File: config.mk
export PLATFORM = sky130hd
export DESIGN_NAME = pfc_master
export DESIGN_NICKNAME = d
export VERILOG_FILES = /design/src/design/pfc_pkg.sv /design/src/design/pfc_blk_cnt.sv /design/src/design/pfc_master.sv
export VERILOG_INCLUDE_DIRS = /design/src /design/src/design
export SDC_FILE = /design/constraint.sdc
export NUM_CORES = 1
export LEC_CHECK = 0
export ABC_AREA = 1
export ABC_CLOCK_PERIOD_IN_PS = 2800
export BUFFER_PORTS_ARGS = -buffer_cell sky130_fd_sc_hd__buf_4
export CORE_MARGIN = 5
export CORE_UTILIZATION = 47
export CTS_CLUSTER_DIAMETER = 50
export DETAILED_ROUTE_END_ITERATION = 6
export GPL_TIMING_DRIVEN = 0
export PLACE_DENSITY = 0.8
export SLEW_MARGIN = 20
export SYNTH_ARGS = -nofsm -noshare
export SYNTH_HDL_FRONTEND = slang
export SYNTH_HIERARCHICAL = 1
export SYNTH_SLANG_ARGS = --single-unit
File: constraint.sdc
create_clock -name sys_clk -period 2.8 [get_ports sys_clk]
set_input_delay 0.28 -clock sys_clk [delete_from_list [all_inputs] [get_ports sys_clk]]
set_output_delay 0.28 -clock sys_clk [all_outputs]
set_load 0.005 [all_outputs]
File: src/design/pfc_params.svh
`ifndef PFC_PARAMS_SVH
`define PFC_PARAMS_SVH

// ----------------------------------------------------------------
// register offsets (byte addresses)
// ----------------------------------------------------------------
`define PFC_REG_CTRL        8'h00
`define PFC_REG_STATUS      8'h04
`define PFC_REG_CAP         8'h08

// ----------------------------------------------------------------
// field positions
// ----------------------------------------------------------------
`define PFC_CTRL_DEPTH_LSB  0
`define PFC_CTRL_DEPTH_MSB  7
`define PFC_CTRL_FRBF_BIT   8
`define PFC_STAT_CNT_LSB    0
`define PFC_STAT_CNT_MSB    7
`define PFC_STAT_AVAIL_BIT  8
`define PFC_STAT_BUSY_BIT   9
`define PFC_STAT_THR_BIT    10

// ----------------------------------------------------------------
// reset values
// ----------------------------------------------------------------
`define PFC_DEPTH_RST       8'h00
`define PFC_FRBF_RST        1'b0
`define PFC_PINS_RST        5'h1F

// ----------------------------------------------------------------
// grant status codes and timing
// ----------------------------------------------------------------
`define PFC_ST_LP_READ      3'h0
`define PFC_ST_HP_READ      3'h1
`define PFC_ST_LP_WRITE     3'h2
`define PFC_ST_HP_WRITE     3'h3
`define PFC_BLOCK_CLKS      4
`define PFC_WR_LEAD_MAX     1

`endif

File: src/design/pfc_pkg.sv
`default_nettype none
package pfc_pkg;

	typedef enum logic [1:0] {
		S_IDLE,
		S_WR_LEAD,
		S_XFER,
		S_THROTTLE
	} pfc_state_t;

	typedef logic [7:0] pfc_count_t;

endpackage
`default_nettype wire

File: src/design/pfc_blk_cnt.sv
`include "pfc_params.svh"
`default_nettype none
module pfc_blk_cnt
	import pfc_pkg::*;
#(
	parameter int unsigned BLK_CLKS = `PFC_BLOCK_CLKS,
	parameter int unsigned LW       = 8
) (
	input  wire logic          sys_clk,
	input  wire logic          rst_b,
	input  wire logic          load,
	input  wire logic [LW-1:0] len,
	input  wire logic          move,
	output logic               blk_end,
	output logic               last,
	output logic               initial_blk
);

	localparam int unsigned PW = (BLK_CLKS > 1) ? $clog2(BLK_CLKS) : 1;
	localparam logic [PW-1:0] POS_LAST = PW'(BLK_CLKS - 1);

	logic [LW-1:0] rem_q;
	logic [PW-1:0] pos_q;
	logic          init_q;

	assign blk_end     = move && (pos_q == POS_LAST);
	assign last        = move && (rem_q <= LW'(1));
	assign initial_blk = init_q;

	// ----------------------------------------------------------------
	// clocks left in the transaction
	// ----------------------------------------------------------------
	always_ff @(posedge sys_clk or negedge rst_b) begin
		if (!rst_b) begin
			rem_q <= '0;
		end else if (load) begin
			rem_q <= len;
		end else if (move && rem_q != '0) begin
			rem_q <= rem_q - LW'(1);
		end
	end

	// ----------------------------------------------------------------
	// position inside the four-clock block
	// ----------------------------------------------------------------
	always_ff @(posedge sys_clk or negedge rst_b) begin
		if (!rst_b) begin
			pos_q <= '0;
		end else if (load) begin
			pos_q <= '0;
		end else if (move) begin
			pos_q <= (pos_q == POS_LAST) ? '0 : pos_q + PW'(1);
		end
	end

	always_ff @(posedge sys_clk or negedge rst_b) begin
		if (!rst_b) begin
			init_q <= 1'b1;
		end else if (load) begin
			init_q <= 1'b1;
		end else if (move && pos_q == POS_LAST) begin
			init_q <= 1'b0;
		end
	end

endmodule
`default_nettype wire

File: src/design/pfc_master.sv
// Functional notes
// - never exceed programmed request depth
// - cap outstanding at built-in queue capacity
// - issuing read, write or flush takes slot
// - slot freed when its data starts moving
// - flush holds slot until dummy data
// - no new request while count at limit
// - throttle only at four-clock block boundaries
// - short transfer is one initial block
// - read-buffer-full holds off next low-priority return
// - read-buffer-full ignored once return granted
// - initial read block accepted without stall
// - high-priority read return never held off
// - any wait states between read blocks
// - 1x initial block carries sixteen bytes
// - high-priority subsequent blocks throttle like low
// - write grant taken at once, bus driven next clock
// - initial write block delayed one clock max
// - write data within two clocks of bus
// - subsequent write blocks never stalled
// - one slot per request, single or dual
// - short transaction accepted whole, no waits
//
// Strobed register access and the register offsets were chosen for this implementation.
`include "pfc_params.svh"
`default_nettype none
module pfc_master
	import pfc_pkg::*;
#(
	parameter logic [7:0] REQ_QUEUE_CAPACITY = 8'h08,
	parameter int unsigned LEN_W              = 8
) (
	input  wire logic             sys_clk,
	input  wire logic             rst_b,
	input  wire logic [7:0]       reg_addr,
	input  wire logic [31:0]      reg_wdata,
	input  wire logic             reg_wr,
	input  wire logic             reg_rd,
	output logic      [31:0]      reg_rdata,
	input  wire logic             req_issue,
	output logic                  slot_avail,
	input  wire logic             lp_buf_full,
	input  wire logic             wr_buf_full,
	input  wire logic             rd_hold,
	input  wire logic             wr_data_ready,
	input  wire logic [LEN_W-1:0] xfer_len,
	input  wire logic             gnt_n,
	input  wire logic [2:0]       grant_status_code,
	input  wire logic             trdy_n,
	output logic                  irdy_n_out,
	output logic                  irdy_oe_n,
	output logic                  read_buffer_full_n,
	output logic                  write_buffer_full_n,
	output logic                  data_move
);

	// ----------------------------------------------------------------
	// declarations
	// ----------------------------------------------------------------
	pfc_state_t    state_q, state_d;
	pfc_count_t    depth_q, limit, cnt_q, cnt_d;
	logic          frbf_q;
	logic [4:0]    pin_s1_q, pin_s2_q, pin_s3_q, pin_f_q;
	logic          gnt_prev_q, gnt_f, gnt_edge, trdy_f;
	logic [2:0]    st_f;
	logic          start, is_read, is_write, wr_q, first_q;
	logic          move, blk_end, last, init_blk, issue, rel;

	function automatic logic code_is_read(input logic [2:0] c);
		return (c == `PFC_ST_LP_READ) || (c == `PFC_ST_HP_READ);
	endfunction

	function automatic logic code_is_write(input logic [2:0] c);
		return (c == `PFC_ST_LP_WRITE) || (c == `PFC_ST_HP_WRITE);
	endfunction

	// ----------------------------------------------------------------
	// register port
	// ----------------------------------------------------------------
	always_ff @(posedge sys_clk or negedge rst_b) begin
		if (!rst_b) begin
			depth_q <= `PFC_DEPTH_RST;
			frbf_q  <= `PFC_FRBF_RST;
		end else if (reg_wr && reg_addr == `PFC_REG_CTRL) begin
			depth_q <= reg_wdata[`PFC_CTRL_DEPTH_MSB:`PFC_CTRL_DEPTH_LSB];
			frbf_q  <= reg_wdata[`PFC_CTRL_FRBF_BIT];
		end
	end

	always_ff @(posedge sys_clk or negedge rst_b) begin
		if (!rst_b) begin
			reg_rdata <= 32'h00000000;
		end else if (reg_rd) begin
			unique case (reg_addr)
				`PFC_REG_CTRL: begin
					reg_rdata <= {23'h000000, frbf_q, depth_q};
				end
				`PFC_REG_STATUS: begin
					reg_rdata <= {21'h000000, state_q == S_THROTTLE,
						state_q != S_IDLE, slot_avail, cnt_q};
				end
				`PFC_REG_CAP: begin
					reg_rdata <= {24'h000000, REQ_QUEUE_CAPACITY};
				end
				default: begin
					reg_rdata <= 32'h00000000;
				end
			endcase
		end else begin
			reg_rdata <= 32'h00000000;
		end
	end

	// ----------------------------------------------------------------
	// pin synchronisers
	// ----------------------------------------------------------------
	// a bit changes only once stages two and three agree
	always_ff @(posedge sys_clk or negedge rst_b) begin
		if (!rst_b) begin
			pin_s1_q <= `PFC_PINS_RST;
			pin_s2_q <= `PFC_PINS_RST;
			pin_s3_q <= `PFC_PINS_RST;
			pin_f_q  <= `PFC_PINS_RST;
		end else begin
			pin_s1_q <= {gnt_n, grant_status_code, trdy_n};
			pin_s2_q <= pin_s1_q;
			pin_s3_q <= pin_s2_q;
			pin_f_q  <= (pin_s2_q & pin_s3_q) | (pin_f_q & (pin_s2_q | pin_s3_q));
		end
	end

	assign gnt_f  = !pin_f_q[4];
	assign st_f   = pin_f_q[3:1];
	assign trdy_f = !pin_f_q[0];

	always_ff @(posedge sys_clk or negedge rst_b) begin
		if (!rst_b) begin
			gnt_prev_q <= 1'b0;
		end else begin
			gnt_prev_q <= gnt_f;
		end
	end

	assign gnt_edge = gnt_f && !gnt_prev_q;
	assign is_read  = code_is_read(st_f);
	assign is_write = code_is_write(st_f);
	// high-priority returns start with no hold-off; rd_hold still throttles their later blocks
	assign start    = (state_q == S_IDLE) && gnt_edge && (is_read || is_write);

	// ----------------------------------------------------------------
	// request slot accounting
	// ----------------------------------------------------------------
	assign limit = (depth_q > REQ_QUEUE_CAPACITY) ? REQ_QUEUE_CAPACITY : depth_q;
	// one issue strobe is one slot, whatever the address width
	assign issue = req_issue && slot_avail;
	// a flush returns as a low-priority read, so it frees here too
	assign rel   = move && first_q && (cnt_q != 8'h00);

	always_comb begin
		cnt_d = cnt_q;
		unique case ({issue, rel})
			2'b10: cnt_d = cnt_q + 8'h01;
			2'b01: cnt_d = cnt_q - 8'h01;
			default: cnt_d = cnt_q;
		endcase
	end

	always_ff @(posedge sys_clk or negedge rst_b) begin
		if (!rst_b) begin
			cnt_q      <= 8'h00;
			slot_avail <= 1'b0;
		end else begin
			cnt_q      <= cnt_d;
			slot_avail <= cnt_d < limit;
		end
	end

	// ----------------------------------------------------------------
	// buffer-full outputs
	// ----------------------------------------------------------------
	// only sampled by the arbiter before a grant; a granted return runs on
	always_ff @(posedge sys_clk or negedge rst_b) begin
		if (!rst_b) begin
			read_buffer_full_n  <= 1'b1;
			write_buffer_full_n <= 1'b1;
		end else begin
			read_buffer_full_n  <= !(lp_buf_full || frbf_q);
			write_buffer_full_n <= !wr_buf_full;
		end
	end

	// ----------------------------------------------------------------
	// data transfer sequencing
	// ----------------------------------------------------------------
	// target cannot stall an initial write block, so trdy is ignored there
	assign move = (state_q == S_XFER) && (trdy_f || (wr_q && init_blk));

	pfc_blk_cnt #(
		.BLK_CLKS (`PFC_BLOCK_CLKS),
		.LW       (LEN_W)
	) u_blk (
		.sys_clk     (sys_clk),
		.rst_b       (rst_b),
		.load        (start),
		.len         (xfer_len),
		.move        (move),
		.blk_end     (blk_end),
		.last        (last),
		.initial_blk (init_blk)
	);

	always_comb begin
		state_d = state_q;
		unique case (state_q)
			S_IDLE: begin
				if (start && is_read) begin
					state_d = S_XFER;
				end else if (start) begin
					state_d = wr_data_ready ? S_XFER : S_WR_LEAD;
				end
			end
			S_WR_LEAD: begin
				state_d = S_XFER;
			end
			S_XFER: begin
				if (last) begin
					state_d = S_IDLE;
				end else if (blk_end && !wr_q && rd_hold) begin
					state_d = S_THROTTLE;
				end
			end
			S_THROTTLE: begin
				if (!rd_hold) begin
					state_d = S_XFER;
				end
			end
		endcase
	end

	always_ff @(posedge sys_clk or negedge rst_b) begin
		if (!rst_b) begin
			state_q <= S_IDLE;
		end else begin
			state_q <= state_d;
		end
	end

	always_ff @(posedge sys_clk or negedge rst_b) begin
		if (!rst_b) begin
			wr_q    <= 1'b0;
			first_q <= 1'b0;
		end else if (start) begin
			wr_q    <= is_write;
			first_q <= 1'b1;
		end else if (move) begin
			first_q <= 1'b0;
		end
	end

	// ----------------------------------------------------------------
	// pin and user-side outputs
	// ----------------------------------------------------------------
	always_ff @(posedge sys_clk or negedge rst_b) begin
		if (!rst_b) begin
			irdy_n_out <= 1'b1;
			irdy_oe_n  <= 1'b1;
			data_move  <= 1'b0;
		end else begin
			irdy_n_out <= state_d != S_XFER;
			irdy_oe_n  <= state_d == S_IDLE;
			data_move  <= move;
		end
	end
endmodule
`default_nettype wire

### Word level (Yosys, flattened, before mapping)

Cells that the tools add are included.
Widths: inputs -> output; s select.

* div/mod/pow operators: 0
* muxes and demuxes: 20
* shift operators: 0
* multipliers: 0
* bitwise operators: 4
* order comparisons: 3
* eq/ne operators: 12
* reductions and logical operators: 36
* add/sub/neg operators: 4

Operator list (number)
* $pmux 11 s3: 1
* $mux 8: 3
* $mux 2: 9
* $pmux 8 s2: 1
* $reduce_bool 8->1: 2
* $sub 8x1->8 const B: 2
* $logic_and 1x1->1: 15
* $mux 11: 1
* $and 5x5->5: 2
* $or 5x5->5: 2
* $add 8x1->8 const B: 1
* $eq 2x2->1 const B: 4
* $eq 8x3->1 const B: 1
* $eq 8x4->1 const B: 1
* $gt 8x4->1 const B: 1
* $le 8x1->1 const B: 1
* $logic_not 8->1: 1
* $lt 8x8->1: 1
* $pmux 2 s4: 1
* $reduce_bool 2->1: 4
* $eq 3x2->1 const B: 2
* $logic_not 1->1: 6
* $logic_or 1x1->1: 5
* $eq 2x1->1 const B: 2
* 6 further kinds: 10

* bits in read-only memories: 0
* logic and storage cells: 100
* output and inout port bits: 38
* bits of input ports: 62
* bits in writable memories: 0
* register bits: 91
* memories: 0
* latch bits: 0

### Longest topological paths before layout

* word-level depth: 10
* depth in mapped cells: 17

### By module

Netlist, hierarchy kept.

Modules (own cells, without submodules)
* pfc_master: times used 1, cells an instance 297, seq. area each 1401.3 um2, area each 2727.6 um2
* pfc_blk_cnt: times used 1, cells an instance 114, seq. area each 276.5 um2, area each 762.0 um2

### Worst setup path after synthesis

No wires, ideal clock.

* path type: flip-flop to flip-flop
* start point: register cnt_q[1]
* end point: register slot_avail
* required time: 2723 ps
* stages on the path, launching flop included: 15
* library setup time: 77 ps
* slack: -86 ps
* path buffers: 0
* arrival: 2809 ps
* clock period less this slack: 2886 ps
* path through: dfrtp_1 nor4_1 a211oi_1 ha_1 ha_1 nand2_1 o21ai_0 inv_1 o21bai_1 nor2_1 o21ai_0 ha_1 a21oi_1 o21ai_0 a21oi_1

* longest elaborated chain between the ends: 5
* elaborated cells between the ends (all ways): 8
* classes of those cells: add/sub (2); order compare (1); eq/ne (2); mux (1); reduce/logical (2)

RTL lines
* from (decl): RTL line pfc_master.sv:61 `pfc_count_t depth_q, limit, cnt_q, cnt_d;`
* from (signal assigned): RTL line pfc_master.sv:173 `cnt_q <= cnt_d;`
* parallel branches: the longest is 3 deep, another holds $sub 8x1->8
* $pmux 8 s2 *: RTL line pfc_master.sv:161 `unique case ({issue, rel})`
* net cnt_d[5]: RTL line pfc_master.sv:61
* $lt 8x8->1 *: RTL line pfc_master.sv:174 `slot_avail <= cnt_d < limit;`
* to (signal assigned): RTL line pfc_master.sv:174
* to (decl): RTL line pfc_master.sv:41 `output logic slot_avail,`

Mark *: on every way through the listed nets, which the timed path passes.
A chain may end at the register's enable or synchronous reset.

### Worst setup path after layout

Ends and elaborated chain as after synthesis.

==> metrics.csv <==
metric;value;unit
CP bufs+invs;2;
Slew HR;45.3;%
cell area after layout;0.00474;mm2
violated checks;negative setup slack;
total gr overflow;0;
worst-skew pair later-pin latency;0.35;ns
Initial DRT Pass Iterations;4;
die width;96.2;um
IO Pins;100;
CTS root buf;clkbuf_8;
power per cell area;796;mW/mm2
fin nets;597;
share of cells above drive strength 1;36.3;%
Cell Area, Synth;0.00349;mm2
CP cell instances;nor4_4 > a211oi_4 > ha_4 > buf_12 > ha_4 > nand2_1 > inv_1 > nand4_1 > nand3_1 > xor2_1 > nand2_1 > nand2_1 > ha_1 > nand2_1 > nor2_1 > a21oi_2;
worst clock skew;0.00888;ns
WP data required;3.08;ns
combinational share of power;42.4;%
global placer's final weighted congestion;0.879;
# rows;31;
Critical Path Sink Type;flip-flop;
Tightest Hold Check Type;primary input to asynchronous set/reset pin;
outcome;finished, violations left;
largest net degree at the start of global routing;67;
Max Slew Vio Count;0;
total number of vias;2991;
synthesized flop and latch total;66;
# setup viols final;1;
DRC viols;0;
CP startpoint kind;flip-flop;
Iteration-0 DRC Markers;157;
leakage power figure;2.43;nW
CTS Hold Bufs;0;
Initial Util;48.1;%
Synthesis Warnings;6;
RSZ-0062 raised after global routing;true;
number of global-route vias before repair;2866;
CORE AREA;0.00725;mm2
P_int;2.29;mW
hpwl dp;5420;um
Sw Share;39.3;%
WS Path Type;flip-flop to flip-flop;
WL per Instance;13.5;um
die height;96.2;um
most frequent cell on the critical path;nand2_1;
post-synthesis sequential area ratio;48.1;%
Crit path largest cell delay;0.45;ns
cell count after synthesis;411;
Primary FF master, synth;dfrtp_1;
ANT nets after route;0;
Highest Clock Rate;340;MHz
Post-synth EDFFs;0;
clk slew on worst S/H paths;0.07;ns
antenna cells;0;
Least-Margin Pin Slew;0.821;ns
fin crit share;105;%
clock sink count;66;
Hold Violations, Final;0;
Hold WS;0.0285;ns
worst-path maximum fanout;5;
distinct cell type count after synthesis;40;
CP arrival;3.22;ns
post-route non-filler standard cell count;620;
crit-path leading delay family;simple AND/OR/NAND/NOR gates;
worst vdd ir;0.404;mV
CTS tree;done;
commonest cells after routing, fill and taps aside;117 x nand2_1, 89 x buf_4, 41 x inv_1, 40 x dfrtp_1, 34 x nor2_1;
net switching power;1.48;mW
Inst Count DP;587;
Area Overhead vs Synth;35.9;%
DP Area;0.00411;mm2
WL final;8340;um
Slowest-stage cell, CP;dfrtp_2;
Die Area;0.00925;mm2
fin crit period;2.94;ns
final setup margin;-0.141;ns
# port buffers;54;
CTS H-tree lvls;3;
CTS Buf Count;9;
GRT Util Overall;18.3;%
first-pass GRT wire length;12900;um
Via density;4.82;
Synth Area per Inst;8.49;um2
clock power share;21.2;%
power share of the sequential group;36.4;%
Max Cap Violations;0;
initial antenna violation count;0;
Post-synth ARST share;100;%
commonest non-fill, non-tap cell in the layout;nand2_1;
Clock Tree Buf Depth;2;
## stage by stage
step	power [mW]	setup WS, ns	util, %	setup TNS, ns
2_1_floorplan	2.14	0.0788	-	0
3_3_place_gp	2.42	-0.219	56.6	-0.219
3_5_place_dp	2.48	-0.384	56.6	-0.384
4_1_cts	3.49	-0.0405	62.7	-0.0405
5_1_grt	4.06	-0.262	65.4	-0.262
6_report	3.77	-0.141	65.4	-0.141
## per-layer routing
| layer | up-vias | global-route usage, % | routed length (um) |
|---|---|---|---|
| met2 | 89 | 32.0 | 4430 |
| met5 | - | 0 | 0 |
| met4 | 0 | 7.23 | 243 |
| met3 | 19 | 4.53 | 485 |
| li1 | 1465 | - | - |
| met1 | 1418 | 21.5 | 3190 |
## synthesized netlist by cell type, types with 3 or more instances
master | count | area share (%)
a21oi_1 | 14 | 2.0
nand2_1 | 122 | 13
ha_1 | 18 | 6.5
o21ai_0 | 18 | 2.6
nand3_1 | 19 | 2.7
nor2_1 | 36 | 3.9
xor2_1 | 3 | 0.75
dfrtp_1 | 45 | 32
o21bai_1 | 3 | 0.65
nor3_1 | 4 | 0.57
nand2_2 | 3 | 0.54
dfstp_2 | 21 | 16
inv_1 | 43 | 4.6
maj3_1 | 4 | 1.1
buf_4 | 21 | 4.5
a21oi_2 | 5 | 1.3
o21ai_1 | 3 | 0.43
## cell families after synthesis
family | after synthesis | share of synthesized area, %
AND/OR/NAND/NOR | 195 | 23.6
adder cells (fa/ha/maj) | 23 | 8.18
buffers and inverters | 71 | 10.4
other | 2 | 0.215
XOR/XNOR | 5 | 1.26
flip-flops | 66 | 48.1
AO/OA/AOI/OAI | 49 | 8.21
## what timing repair did
item	CTS	global route
pin swaps	28	27
setup endpoints to repair	1	1
setup buffers	10	7
resized for setup	29	30
## registers in the layout, indices dropped and copies added (netlist names), 2 cells and up
register     count
pin_s3_q         4
depth_q          8
u_blk/rem_q      8
cnt_q            8
state_q          2
u_blk/pos_q      2
pin_s2_q         4
pin_f_q          4
reg_rdata       11
pin_s1_q         4
## path summary, 6_finish.rpt
| kind | startpoint | end | slack [ns] | cells past startpoint |
|---|---|---|---|---|
| min reg2reg | pin_s1_q[3] | pin_s2_q[3] | 0.36 | 0 |
| max | cnt_q[1] | slot_avail | -0.14 | 16 |
| min | rst_b | reg_rdata[9] | 0.03 | 1 |
| max in group asynchronous | rst_b | cnt_q[7] | 2.19 | 1 |
| max reg2reg | cnt_q[1] | slot_avail | -0.14 | 16 |
| min in group sys_clk | wr_buf_full | write_buffer_full_n | 0.03 | 2 |
## layout make-up
| type | count | area [um2] |
|---|---|---|
| tap | 99 | 124 |
| fill | 569 | 2510 |
| clock inverter | 6 | 67.6 |
| multi-input combinational | 297 | 1820 |
| inverter | 46 | 175 |
| sequential | 66 | 1680 |
| timing repair buffer | 71 | 553 |
| clock buffer | 10 | 128 |
| buffer | 25 | 189 |
## power by group through the flow
stage          clock network, mW  registers, mW  logic, mW
2_1_floorplan                  0           1.31      0.830
3_3_place_gp                   0           1.35       1.06
3_5_place_dp                   0           1.36       1.12
4_1_cts                    0.815           1.36       1.31
5_1_grt                    0.859           1.39       1.81
6_report                   0.801           1.37       1.60
Power figures use the tool's default switching activity.
